===== src/verilog/fspc_consts.vh =====
// Register offsets, field positions and timing constants of the flash sequencer
`ifndef FSPC_CONSTS_VH
`define FSPC_CONSTS_VH
// Register offsets on the byte-wide special function register port
`define FSPC_ADDR_LOW      4'h0
`define FSPC_ADDR_HIGH     4'h1
`define FSPC_W0_LOW        4'h2
`define FSPC_W0_HIGH       4'h3
`define FSPC_W1_LOW        4'h4
`define FSPC_W1_HIGH       4'h5
`define FSPC_W2_LOW        4'h6
`define FSPC_W2_HIGH       4'h7
`define FSPC_W3_LOW        4'h8
`define FSPC_W3_HIGH       4'h9
`define FSPC_MAIN_CTRL     4'ha
`define FSPC_CHIP_RST      4'hb
`define FSPC_TIME_BUF      4'hc
// Main control field positions
`define FSPC_EN_BIT        7
`define FSPC_MODE_HI       6
`define FSPC_MODE_LO       4
`define FSPC_UNLOCK_BIT    3
`define FSPC_WRITE_BIT     2
`define FSPC_RDEN_BIT      1
`define FSPC_READ_BIT      0
// Timing and buffer control field positions
`define FSPC_TSEL_BIT      1
`define FSPC_CLR_BIT       0
// Operation mode codes
`define FSPC_MODE_WRITE    3'h0
`define FSPC_MODE_ERASE    3'h1
`define FSPC_MODE_READ     3'h3
`define FSPC_MODE_UNLOCK   3'h6
// Unlock pattern, word1 low to word3 high
`define FSPC_KEY_W1L       8'h00
`define FSPC_KEY_W1H       8'h0d
`define FSPC_KEY_W2L       8'hc3
`define FSPC_KEY_W2H       8'h04
`define FSPC_KEY_W3L       8'h09
`define FSPC_KEY_W3H       8'h40
// Chip reset pattern
`define FSPC_RESET_KEY     8'h55
// Erase/write durations in microseconds, low-speed clock in kHz, then tick, cycle and word counts
`define FSPC_ERASE0_US     3200
`define FSPC_WRITE0_US     2200
`define FSPC_ERASE1_US     3700
`define FSPC_WRITE1_US     3000
`define FSPC_SUB_KHZ       32
`define FSPC_UNLOCK_TICKS  64
`define FSPC_READ_CYCLES   4
`define FSPC_PAGE_WORDS    32
`endif


===== src/verilog/fspc_ctrl.v =====
// Flash self-programming register file and operation sequencer
`timescale 1ns/10ps
`include "fspc_consts.vh"
// Contract
// - 14-bit address: low register bits 7-0, high register 13-8, top two zero
// - Writing word0 low byte only updates that register, never the buffer
// - Writing word0 high byte loads the full 16-bit word into buffer; code loads it only while erase/write is enabled
// - Each such load increments the low address register only, visible on readback
// - Words 1 to 3 hold 16-bit values; all data and address reset zero
// - Enable status set by hardware only; software one ignored, zero disables
// - Mode 000 write, 001 erase, 011 read, 110 unlock; others reserved
// - Unlock trigger starts a procedure timer; hardware clears it at expiry
// - Unlock succeeds only with pattern 00,0D,C3,04,09,40 in words 1-3
// - Write-initiate starts write or erase; hardware clears it on completion
// - Reads blocked unless read-enable is high
// - Read-initiate starts a read; hardware clears it on completion
// - Core is stalled while a started read, write or erase runs
// - Writing 55h to chip reset register resets the whole chip
// - Time select 0: erase 3.2ms write 2.2ms; 1: 3.7ms and 3.0ms
// - Buffer-clear bit clears the page buffer; hardware clears bit at end
// - Auto-increment stops when low five address bits reach 11111b
// - Write buffer cleared automatically after a write completes
module fspc_ctrl #(
    parameter ERASE0_TICKS = `FSPC_ERASE0_US * `FSPC_SUB_KHZ / 1000,
    parameter WRITE0_TICKS = `FSPC_WRITE0_US * `FSPC_SUB_KHZ / 1000,
    parameter ERASE1_TICKS = `FSPC_ERASE1_US * `FSPC_SUB_KHZ / 1000,
    parameter WRITE1_TICKS = `FSPC_WRITE1_US * `FSPC_SUB_KHZ / 1000,
    parameter UNLOCK_TICKS = `FSPC_UNLOCK_TICKS,
    parameter READ_CYCLES  = `FSPC_READ_CYCLES
) (
    input  wire        ref_clk,
    input  wire        reset,
    input  wire        clk_en,
    input  wire        sub_clk,
    input  wire [3:0]  reg_addr,
    input  wire        reg_wr,
    input  wire        reg_rd,
    input  wire [7:0]  reg_wdata,
    output reg  [7:0]  reg_rdata,
    output wire        core_stall,
    output reg         chip_reset,
    output reg         flash_erase,
    output reg         flash_write,
    output reg         flash_read,
    output reg  [13:0] flash_word_address,
    input  wire [15:0] flash_rdata,
    output reg  [15:0] read_word,
    input  wire [4:0]  buf_rd_addr,
    output wire [15:0] buf_rd_data
);
    localparam ST_IDLE  = 2'h0;
    localparam ST_PROG  = 2'h1;
    localparam ST_READ  = 2'h2;
    localparam ST_CLEAR = 2'h3;

    reg  [7:0]  addr_low;
    reg  [5:0]  addr_high;
    reg  [7:0]  w0l;
    reg  [7:0]  w0h;
    reg  [7:0]  w1l;
    reg  [7:0]  w1h;
    reg  [7:0]  w2l;
    reg  [7:0]  w2h;
    reg  [7:0]  w3l;
    reg  [7:0]  w3h;
    reg         erase_write_enabled_status;
    reg  [2:0]  operation_mode_select;
    reg         unlock_trigger;
    reg         write_initiate;
    reg         read_enable;
    reg         read_initiate;
    reg  [7:0]  chip_reset_trigger;
    reg         program_time_select;
    reg         buffer_clear_initiate;
    reg  [1:0]  state;
    reg  [15:0] op_count;
    reg  [7:0]  unlock_count;
    reg  [4:0]  clr_addr;
    reg  [7:0]  next_rdata;
    wire        sub_level;
    wire        sub_tick;
    wire        wr_any;
    wire [13:0] addr_full;
    wire        buf_load;
    wire        key_ok;
    wire [15:0] prog_ticks;

    // Decode a write strobe to one register
    function wr_hit;
        input       strobe;
        input [3:0] addr;
        input [3:0] target;
        begin
            wr_hit = strobe & (addr == target);
        end
    endfunction

    // Low-speed clock comes from another domain; rising edges counted as ticks
    fspc_sync u_sub (
        .ref_clk  (ref_clk),
        .reset    (reset),
        .clk_en   (clk_en),
        .async_in (sub_clk),
        .level    (sub_level),
        .rise     (sub_tick)
    );

    assign wr_any    = reg_wr & clk_en;
    assign addr_full = {addr_high, addr_low};
    // Buffer takes words only once erase/write is enabled
    assign buf_load  = wr_hit(wr_any, reg_addr, `FSPC_W0_HIGH)
                       & erase_write_enabled_status;
    assign key_ok = (w1l == `FSPC_KEY_W1L) && (w1h == `FSPC_KEY_W1H) &&
                    (w2l == `FSPC_KEY_W2L) && (w2h == `FSPC_KEY_W2H) &&
                    (w3l == `FSPC_KEY_W3L) && (w3h == `FSPC_KEY_W3H);
    assign prog_ticks = (operation_mode_select == `FSPC_MODE_ERASE) ?
        (program_time_select ? ERASE1_TICKS[15:0] : ERASE0_TICKS[15:0]) :
        (program_time_select ? WRITE1_TICKS[15:0] : WRITE0_TICKS[15:0]);
    // above: durations selected by time select bit

    // The stall covers only operations that actually started
    assign core_stall = (state == ST_PROG) || (state == ST_READ);

    fspc_wbuf #(
        .DEPTH (`FSPC_PAGE_WORDS),
        .AW    (5),
        .DW    (16)
    ) u_buf (
        .ref_clk  (ref_clk),
        .reset    (reset),
        .clk_en   (clk_en),
        .wr_en    (buf_load),
        .wr_addr  (addr_low[4:0]),
        .wr_data  ({reg_wdata, w0l}),
        .clr_en   (state == ST_CLEAR),
        .clr_addr (clr_addr),
        .rd_addr  (buf_rd_addr),
        .rd_data  (buf_rd_data)
    );

    // Address and data registers; high byte write lands in same cycle load
    always @(posedge ref_clk)
    begin
        if (reset)
        begin
            addr_low  <= 8'h00;
            addr_high <= 6'h00;
            w0l <= 8'h00;
            w0h <= 8'h00;
            w1l <= 8'h00;
            w1h <= 8'h00;
            w2l <= 8'h00;
            w2h <= 8'h00;
            w3l <= 8'h00;
            w3h <= 8'h00;
        end
        else if (clk_en)
        begin
            if (wr_hit(wr_any, reg_addr, `FSPC_ADDR_LOW))
                addr_low <= reg_wdata;
            if (wr_hit(wr_any, reg_addr, `FSPC_ADDR_HIGH))
                addr_high <= reg_wdata[5:0];
            if (wr_hit(wr_any, reg_addr, `FSPC_W0_LOW))
                w0l <= reg_wdata;
            if (wr_hit(wr_any, reg_addr, `FSPC_W0_HIGH))
                w0h <= reg_wdata;
            // Increment saturates at the page's last word
            if (buf_load && addr_low[4:0] != 5'h1f)
                addr_low <= addr_low + 8'h01;
            if (wr_hit(wr_any, reg_addr, `FSPC_W1_LOW))
                w1l <= reg_wdata;
            if (wr_hit(wr_any, reg_addr, `FSPC_W1_HIGH))
                w1h <= reg_wdata;
            if (wr_hit(wr_any, reg_addr, `FSPC_W2_LOW))
                w2l <= reg_wdata;
            if (wr_hit(wr_any, reg_addr, `FSPC_W2_HIGH))
                w2h <= reg_wdata;
            if (wr_hit(wr_any, reg_addr, `FSPC_W3_LOW))
                w3l <= reg_wdata;
            if (wr_hit(wr_any, reg_addr, `FSPC_W3_HIGH))
                w3h <= reg_wdata;
        end
    end

    // Unlock procedure: timer runs on low-speed ticks, key checked each cycle
    always @(posedge ref_clk)
    begin
        if (reset)
        begin
            unlock_trigger             <= 1'b0;
            unlock_count               <= 8'h00;
            erase_write_enabled_status <= 1'b0;
        end
        else if (clk_en)
        begin
            if (unlock_trigger)
            begin
                if (key_ok && operation_mode_select == `FSPC_MODE_UNLOCK)
                    erase_write_enabled_status <= 1'b1;
                if (sub_tick)
                    unlock_count <= unlock_count + 8'h01;
                if (sub_tick && unlock_count == UNLOCK_TICKS[7:0] - 8'h01)
                    unlock_trigger <= 1'b0;
            end
            else if (wr_hit(wr_any, reg_addr, `FSPC_MAIN_CTRL) &&
                     reg_wdata[`FSPC_UNLOCK_BIT])
            begin
                unlock_trigger <= 1'b1;
                unlock_count   <= 8'h00;
            end
            // Software may clear only; a one written is ignored
            if (wr_hit(wr_any, reg_addr, `FSPC_MAIN_CTRL) &&
                !reg_wdata[`FSPC_EN_BIT] &&
                !(unlock_trigger && key_ok &&
                  operation_mode_select == `FSPC_MODE_UNLOCK))
                erase_write_enabled_status <= 1'b0;
        end
    end

    // Control bits and the operation sequencer
    always @(posedge ref_clk)
    begin
        if (reset)
        begin
            operation_mode_select <= 3'h0;
            write_initiate        <= 1'b0;
            read_enable           <= 1'b0;
            read_initiate         <= 1'b0;
            program_time_select   <= 1'b0;
            buffer_clear_initiate <= 1'b0;
            chip_reset_trigger    <= 8'h00;
            chip_reset            <= 1'b0;
            state                 <= ST_IDLE;
            op_count              <= 16'h0000;
            clr_addr              <= 5'h00;
            flash_erase           <= 1'b0;
            flash_write           <= 1'b0;
            flash_read            <= 1'b0;
            flash_word_address    <= 14'h0000;
            read_word             <= 16'h0000;
        end
        else if (clk_en)
        begin
            chip_reset <= 1'b0;
            if (wr_hit(wr_any, reg_addr, `FSPC_CHIP_RST))
            begin
                chip_reset_trigger <= reg_wdata;
                chip_reset <= (reg_wdata == `FSPC_RESET_KEY);
            end
            if (wr_hit(wr_any, reg_addr, `FSPC_TIME_BUF))
                program_time_select <= reg_wdata[`FSPC_TSEL_BIT];
            if (wr_hit(wr_any, reg_addr, `FSPC_MAIN_CTRL) && state == ST_IDLE)
            begin
                operation_mode_select <= reg_wdata[`FSPC_MODE_HI:`FSPC_MODE_LO];
                read_enable <= reg_wdata[`FSPC_RDEN_BIT];
            end
            case (state)
                ST_IDLE:
                begin
                    // Start an operation from a control write, priority clear
                    if (wr_hit(wr_any, reg_addr, `FSPC_TIME_BUF) &&
                        reg_wdata[`FSPC_CLR_BIT])
                    begin
                        buffer_clear_initiate <= 1'b1;
                        clr_addr <= 5'h00;
                        state    <= ST_CLEAR;
                    end
                    else if (wr_hit(wr_any, reg_addr, `FSPC_MAIN_CTRL) &&
                             reg_wdata[`FSPC_WRITE_BIT] &&
                             erase_write_enabled_status &&
                             (reg_wdata[`FSPC_MODE_HI:`FSPC_MODE_LO] ==
                              `FSPC_MODE_WRITE ||
                              reg_wdata[`FSPC_MODE_HI:`FSPC_MODE_LO] ==
                              `FSPC_MODE_ERASE))
                    begin
                        write_initiate <= 1'b1;
                        flash_erase <= reg_wdata[`FSPC_MODE_LO];
                        flash_write <= ~reg_wdata[`FSPC_MODE_LO];
                        flash_word_address <= addr_full;
                        op_count <= 16'h0000;
                        state    <= ST_PROG;
                    end
                    else if (wr_hit(wr_any, reg_addr, `FSPC_MAIN_CTRL) &&
                             reg_wdata[`FSPC_READ_BIT] &&
                             reg_wdata[`FSPC_RDEN_BIT] &&
                             reg_wdata[`FSPC_MODE_HI:`FSPC_MODE_LO] ==
                             `FSPC_MODE_READ)
                    begin
                        read_initiate <= 1'b1;
                        flash_read <= 1'b1;
                        flash_word_address <= addr_full;
                        op_count <= 16'h0000;
                        state    <= ST_READ;
                    end
                end
                ST_PROG:
                begin
                    if (sub_tick)
                        op_count <= op_count + 16'h0001;
                    if (sub_tick && op_count == prog_ticks - 16'h0001)
                    begin
                        write_initiate <= 1'b0;
                        flash_erase <= 1'b0;
                        flash_write <= 1'b0;
                        // Page buffer wiped after a write, not after erase
                        if (flash_write)
                        begin
                            buffer_clear_initiate <= 1'b1;
                            clr_addr <= 5'h00;
                            state    <= ST_CLEAR;
                        end
                        else
                            state <= ST_IDLE;
                    end
                end
                ST_READ:
                begin
                    op_count <= op_count + 16'h0001;
                    if (op_count == READ_CYCLES[15:0] - 16'h0001)
                    begin
                        read_word     <= flash_rdata;
                        read_initiate <= 1'b0;
                        flash_read    <= 1'b0;
                        state         <= ST_IDLE;
                    end
                end
                ST_CLEAR:
                begin
                    clr_addr <= clr_addr + 5'h01;
                    if (clr_addr == 5'h1f)
                    begin
                        buffer_clear_initiate <= 1'b0;
                        state <= ST_IDLE;
                    end
                end
                default:
                    state <= ST_IDLE;
            endcase
        end
    end

    // Read mux; registered so data output comes from a flip-flop
    always @*
    begin
        next_rdata = 8'h00;
        case (reg_addr)
            `FSPC_ADDR_LOW:  next_rdata = addr_low;
            `FSPC_ADDR_HIGH: next_rdata = {2'b00, addr_high};
            `FSPC_W0_LOW:    next_rdata = w0l;
            `FSPC_W0_HIGH:   next_rdata = w0h;
            `FSPC_W1_LOW:    next_rdata = w1l;
            `FSPC_W1_HIGH:   next_rdata = w1h;
            `FSPC_W2_LOW:    next_rdata = w2l;
            `FSPC_W2_HIGH:   next_rdata = w2h;
            `FSPC_W3_LOW:    next_rdata = w3l;
            `FSPC_W3_HIGH:   next_rdata = w3h;
            `FSPC_MAIN_CTRL: next_rdata = {erase_write_enabled_status,
                                           operation_mode_select,
                                           unlock_trigger, write_initiate,
                                           read_enable, read_initiate};
            `FSPC_CHIP_RST:  next_rdata = chip_reset_trigger;
            `FSPC_TIME_BUF:  next_rdata = {6'h00, program_time_select,
                                           buffer_clear_initiate};
            default:         next_rdata = 8'h00;
        endcase
    end

    // Read data registered on a single-cycle read strobe
    always @(posedge ref_clk)
    begin
        if (reset)
            reg_rdata <= 8'h00;
        else if (clk_en && reg_rd)
            reg_rdata <= next_rdata;
    end
endmodule // fspc_ctrl


===== src/verilog/fspc_wbuf.v =====
// Page write buffer: 32 words with registered read and full clear
`timescale 1ns/10ps
module fspc_wbuf #(
    parameter DEPTH = 32,
    parameter AW    = 5,
    parameter DW    = 16
) (
    input  wire          ref_clk,
    input  wire          reset,
    input  wire          clk_en,
    input  wire          wr_en,
    input  wire [AW-1:0] wr_addr,
    input  wire [DW-1:0] wr_data,
    input  wire          clr_en,
    input  wire [AW-1:0] clr_addr,
    input  wire [AW-1:0] rd_addr,
    output reg  [DW-1:0] rd_data
);
    reg [DW-1:0] mem [0:DEPTH-1];

    // Clear walks one word a cycle so the array maps to plain RAM
    always @(posedge ref_clk)
    begin
        if (clk_en)
        begin
            if (clr_en)
                mem[clr_addr] <= {DW{1'b0}};
            else if (wr_en)
                mem[wr_addr] <= wr_data;
        end
    end

    // Registered read port
    always @(posedge ref_clk)
    begin
        if (reset)
            rd_data <= {DW{1'b0}};
        else if (clk_en)
            rd_data <= mem[rd_addr];
    end
endmodule // fspc_wbuf


===== src/verilog/fspc_sync.v =====
// Three-stage synchroniser with agreement-based edge detection
`timescale 1ns/10ps
module fspc_sync (
    input  wire ref_clk,
    input  wire reset,
    input  wire clk_en,
    input  wire async_in,
    output reg  level,
    output wire rise
);
    reg s1;
    reg s2;
    reg s3;

    // s1 feeds only s2; a change counts once s2 and s3 agree
    always @(posedge ref_clk)
    begin
        if (reset)
        begin
            s1    <= 1'b0;
            s2    <= 1'b0;
            s3    <= 1'b0;
            level <= 1'b0;
        end
        else if (clk_en)
        begin
            s1 <= async_in;
            s2 <= s1;
            s3 <= s2;
            if (s2 == s3)
                level <= s3;
        end
    end

    assign rise = clk_en & (s2 == s3) & s3 & ~level;
endmodule // fspc_sync


===== config.mk =====
export PLATFORM = sky130hd
export DESIGN_NAME = fspc_ctrl
export DESIGN_NICKNAME = d
export VERILOG_FILES = /design/src/verilog/fspc_ctrl.v /design/src/verilog/fspc_wbuf.v /design/src/verilog/fspc_sync.v
export VERILOG_INCLUDE_DIRS = /design/src /design/src/verilog
export SDC_FILE = /design/constraint.sdc
export NUM_CORES = 1
export LEC_CHECK = 0
export BUFFER_PORTS_ARGS = -buffer_cell sky130_fd_sc_hd__buf_2
export CAP_MARGIN = 30
export CELL_PAD_IN_SITES_DETAIL_PLACEMENT = 0
export CELL_PAD_IN_SITES_GLOBAL_PLACEMENT = 1
export CORE_MARGIN = 4
export CORE_UTILIZATION = 52
export CTS_CLUSTER_DIAMETER = 200
export DETAILED_ROUTE_END_ITERATION = 8
export PLACE_DENSITY = 0.86
export SYNTH_ARGS = -nofsm -noshare
export SYNTH_HDL_FRONTEND = slang
export SYNTH_SLANG_ARGS = --single-unit

===== constraint.sdc =====
create_clock -name ref_clk -period 4.72 [get_ports ref_clk]
set_clock_uncertainty 0.05 [all_clocks]
set_input_delay 0.944 -clock ref_clk [delete_from_list [all_inputs] [get_ports ref_clk]]
set_output_delay 0.944 -clock ref_clk [all_outputs]
set_load 0.03 [all_outputs]

==> run_summary.xml <==
<?xml version="1.0" encoding="UTF-8"?>
<metrics>
  <group name="synthesis">
    <metric name="synth.ff_latch_count" unit="">700</metric>
    <metric name="synth_seq_area_share" unit="">0.669</metric>
    <metric name="postSynth.asyncResetShare" unit="">0</metric>
    <metric name="most_numerous_cell_in_the_yosys_netlist" unit="">sky130_fd_sc_hd__edfxtp_1</metric>
    <metric name="ys_top_cells_by_count" unit="">sky130_fd_sc_hd__edfxtp_1, sky130_fd_sc_hd__dfxtp_1, sky130_fd_sc_hd__nor2_1</metric>
    <metric name="synth_top_cell_by_area" unit="">sky130_fd_sc_hd__edfxtp_1</metric>
    <metric name="ys.warnings.count" unit="">0</metric>
    <metric name="synthesis.area_per_instance" unit="µm²">14.8</metric>
    <metric name="postSynthNetCount" unit="">1982</metric>
    <metric name="synthesis.instances" unit="">1933</metric>
    <metric name="dominantRegCellSynth" unit="">sky130_fd_sc_hd__edfxtp_1</metric>
    <metric name="synth_top_cells_by_area" unit="">sky130_fd_sc_hd__edfxtp_1, sky130_fd_sc_hd__dfxtp_1, sky130_fd_sc_hd__mux4_2, sky130_fd_sc_hd__mux2i_1, sky130_fd_sc_hd__nor2_1</metric>
    <metric name="yosys.area.top_type_share" unit="">0.538</metric>
    <metric name="number_of_synthesized_flops_with_an_enable_pin" unit="">512</metric>
    <metric name="mappedNetlistArea" unit="mm²">0.0286</metric>
    <metric name="netlist-cell-type-count" unit="">80</metric>
  </group>
  <group name="floorplan">
    <metric name="io_pins" unit="">98</metric>
    <metric name="vertical_die_dimension" unit="µm">242</metric>
    <metric name="starting_utilization_of_the_core_area" unit="">0.528</metric>
    <metric name="die_width" unit="µm">242</metric>
    <metric name="row_count" unit="">85</metric>
    <metric name="core_region_area" unit="mm²">0.0541</metric>
    <metric name="die_area" unit="mm²">0.0588</metric>
  </group>
  <group name="sta">
    <metric name="timing.final.crit_share" unit="">0.700</metric>
    <metric name="final.min_clock_period" unit="ns">3.31</metric>
    <metric name="number_of_hold_slack_violations_in_the_final_timing_report" unit="">0</metric>
    <metric name="final.hold.worst_slack" unit="ns">0.389</metric>
    <metric name="maxClockFrequency" unit="GHz">0.303</metric>
    <metric name="grt_setup_unrepaired" unit="">false</metric>
    <metric name="timing_worst_slew_pin_value" unit="ns">1.00</metric>
    <metric name="setup-tns-final" unit="ns">0</metric>
    <metric name="worst_slew_margin_rel" unit="">0.331</metric>
    <metric name="maxSlewViolCount" unit="">0</metric>
    <metric name="setup_viol_count_final" unit="">0</metric>
  </group>
  <group name="clock_network">
    <metric name="master_cell_of_the_clock_root_buffer" unit="">sky130_fd_sc_hd__clkbuf_16</metric>
    <metric name="cts_tree" unit="">yes</metric>
    <metric name="post-cts-setup-buffers" unit="">0</metric>
    <metric name="cts-resized-gates" unit="">0</metric>
    <metric name="clock_insertion_delay_worst_skew" unit="ns">0.62</metric>
    <metric name="ctsLongestPathBuffers" unit="">3</metric>
    <metric name="cts-buffers-inserted" unit="">72</metric>
    <metric name="cts_sinks" unit="">700</metric>
    <metric name="clkSlewWorstSetupHoldPaths" unit="ns">0.06</metric>
    <metric name="cts_htree_levels" unit="">3</metric>
    <metric name="cts_hold_repair.buffers" unit="">0</metric>
  </group>
  <group name="cells_and_area">
    <metric name="post_route_cells_drive_above_1_share" unit="">0.210</metric>
    <metric name="finalCoreUtilization" unit="">0.601</metric>
    <metric name="post-route-cell-area" unit="mm²">0.0325</metric>
    <metric name="layout.nets" unit="">2103</metric>
    <metric name="instances_no_fill" unit="">2806</metric>
    <metric name="antenna-diode-count" unit="">0</metric>
    <metric name="synthToLayoutAreaGrowth" unit="%">13.8</metric>
  </group>
  <group name="setup_path">
    <metric name="regToRegStartpoint" unit="">state[0]</metric>
    <metric name="crit_path_end_kind" unit="">register</metric>
    <metric name="ff2ff_path_depth" unit="">8</metric>
    <metric name="crit_path_max_fanout" unit="">14</metric>
    <metric name="worstSetupEndpoint" unit="">u_buf.mem[21][7]</metric>
    <metric name="timing_worst_setup_path_type" unit="">register to register</metric>
    <metric name="ff2ff_setup_slack" unit="ns">1.41</metric>
    <metric name="path_cells" unit="">ha_1 &gt; nand2b_1 &gt; nor4_4 &gt; mux2_2 &gt; nand2_1 &gt; buf_4 &gt; nor2_1 &gt; buf_4</metric>
    <metric name="worst_path_most_repeated_cell" unit="">sky130_fd_sc_hd__buf_4</metric>
    <metric name="cpPeakStageDelay" unit="ns">0.65</metric>
    <metric name="timing.critical_path.arrival" unit="ns">3.56</metric>
    <metric name="cp.required" unit="ns">4.97</metric>
    <metric name="r2r-end" unit="">u_buf.mem[21][7]</metric>
    <metric name="critical_path.startpoint" unit="">state[0]</metric>
    <metric name="slowest_stage" unit="">sky130_fd_sc_hd__nor4_4</metric>
    <metric name="timing.critical_path.from_type" unit="">register</metric>
  </group>
  <group name="pwr">
    <metric name="ir_drop" unit="mV">0.297</metric>
    <metric name="power_density" unit="mW/mm²">395</metric>
    <metric name="leak" unit="nW">10.9</metric>
  </group>
  <group name="run">
    <metric name="drv_cap" unit="">0</metric>
  </group>
  <group name="placement">
    <metric name="estimated_wirelength_of_the_detail_placed_design" unit="µm">45800</metric>
    <metric name="final_weighted_congestion_of_routability_driven_global_placement" unit="">0.951</metric>
    <metric name="dpl_cell_area" unit="mm²">0.0301</metric>
    <metric name="io_buffers" unit="">97</metric>
    <metric name="place_inst" unit="">2675</metric>
  </group>
  <group name="grt">
    <metric name="grt_pass1_vias" unit="">17763</metric>
    <metric name="grt_pass1_wl" unit="µm">111000</metric>
    <metric name="number_of_antenna_violations_at_the_first_check_in_global_routing" unit="">0</metric>
    <metric name="grt_util_overall" unit="">0.247</metric>
    <metric name="maximum_number_of_pins_on_one_net_before_global_route_repair" unit="">60</metric>
    <metric name="overflow" unit="">0</metric>
  </group>
  <group name="detailed_routing">
    <metric name="firstDrtPassIters" unit="">6</metric>
    <metric name="remaining_drc_errors" unit="">0</metric>
    <metric name="viasPerCell" unit="">6.38</metric>
    <metric name="finalWirelength" unit="µm">73500</metric>
    <metric name="average_detailed_routed_wire_length_per_instance" unit="µm">26.2</metric>
    <metric name="initialDrtViolationCount" unit="">2183</metric>
    <metric name="routed-via-count" unit="">17905</metric>
    <metric name="detail-route-antenna-nets" unit="">0</metric>
  </group>
  <group name="outcome">
    <metric name="status" unit="">completed</metric>
  </group>
  <group name="hold_path">
    <metric name="worst_hold_path_type" unit="">register to register</metric>
  </group>
</metrics>
## metrics by stage
stage	total power (W)	setup WS, ns
finish	0.0128	1.41
global route	0.0132	1.21
floorplan	0.00700	1.12
global placement	0.00716	1.04
CTS	0.0129	1.44
detailed placement	0.00716	0.921
## worst max-delay path, delay by kind of cell (launching register included)
family        cells  cell delay, ns
flops             1            0.35
mux               1            0.32
fa+ha+maj         1            0.38
buf+inv           2            0.51
simple gates      4            1.39
## flip-flops by register name (all words and copies together) (netlist names), 2 cells and up
| name | flops |
|---|---|
| w2l | 8 |
| addr_low | 8 |
| unlock_count | 8 |
| clr_addr | 5 |
| reg_rdata | 8 |
| chip_reset_trigger | 8 |
| operation_mode_select | 3 |
| w1l | 8 |
| w1h | 8 |
| state | 2 |
| u_buf.rd_data | 16 |
| addr_high | 6 |
| u_buf.mem | 512 |
| flash_word_address | 14 |
| w0l | 8 |
| w3h | 8 |
| w0h | 8 |
| w3l | 8 |
| w2h | 8 |
| op_count | 16 |
| read_word | 16 |
## how the worst min path moves through the flow
stage | start | to | cells past startpoint
floorplan | w0h[0] | w0h[0] | 2
global placement | u_buf.rd_data[8] | u_buf.rd_data[8] | 2
detailed placement | reg_rdata[1] | reg_rdata[1] | 2
CTS | reg_rdata[1] | reg_rdata[1] | 2
global route | u_buf.rd_data[0] | u_buf.rd_data[0] | 2
finish | reg_rdata[1] | reg_rdata[1] | 2
## final cells by class
cell class | count | area (µm²)
fillers | 4000 | 21600
flip-flops and latches | 700 | 19100
repair buffers | 173 | 1120
clock inverters | 36 | 469
clock buffers | 94 | 1970
inverters | 14 | 52.6
well taps | 696 | 871
multi-input cells | 1093 | 8900
## cells in the final DEF (no fill, tap or decap), types with 12 or more instances in the layout
cell type                   instances
sky130_fd_sc_hd__edfxtp_1         512
sky130_fd_sc_hd__dfxtp_1          188
sky130_fd_sc_hd__nor2_1           184
sky130_fd_sc_hd__mux4_2           131
sky130_fd_sc_hd__nand2_1          115
sky130_fd_sc_hd__mux2i_1           99
sky130_fd_sc_hd__buf_2             95
sky130_fd_sc_hd__a21oi_1           90
sky130_fd_sc_hd__buf_4             73
sky130_fd_sc_hd__clkbuf_16         72
sky130_fd_sc_hd__o22ai_1           53
sky130_fd_sc_hd__o21ai_0           49
sky130_fd_sc_hd__nand3_1           47
sky130_fd_sc_hd__o31ai_1           26
sky130_fd_sc_hd__and2_1            22
sky130_fd_sc_hd__nor3_1            18
sky130_fd_sc_hd__nand2b_1          16
sky130_fd_sc_hd__nand4_1           14
sky130_fd_sc_hd__clkbuf_1          13
sky130_fd_sc_hd__inv_1             12
sky130_fd_sc_hd__nor2b_1           12
sky130_fd_sc_hd__or4_1             12
## metal layers
metal / vias to the layer above / track usage / share of wire
met3: 188 / 0.0452 / 0.093
met1: 8940 / 0.341 / 0.39
met4: 0 / 0.0893 / 0.039
li1: 7790 / - / -
met5: - / 0 / 0
met2: 987 / 0.399 / 0.48
## kinds of logic after synthesis
logic type | Yosys count | share of synthesized area
flip-flops | 700 | 0.669
AND/OR/NAND/NOR | 521 | 0.0906
AO/OA/AOI/OAI | 314 | 0.0712
multiplexers | 241 | 0.142
buffers and inverters | 140 | 0.0201
adder cells (fa/ha/maj) | 10 | 0.00438
XOR/XNOR | 7 | 0.00214
## report_power, final
group	internal [W]	leakage [nW]	switching (W)
clock	0.00343	1.19	0.00238
combinational	0.000174	3.44	0.000319
sequential	0.00653	6.26	0.0000164
Note: power is estimated with default switching activity, not from simulation.
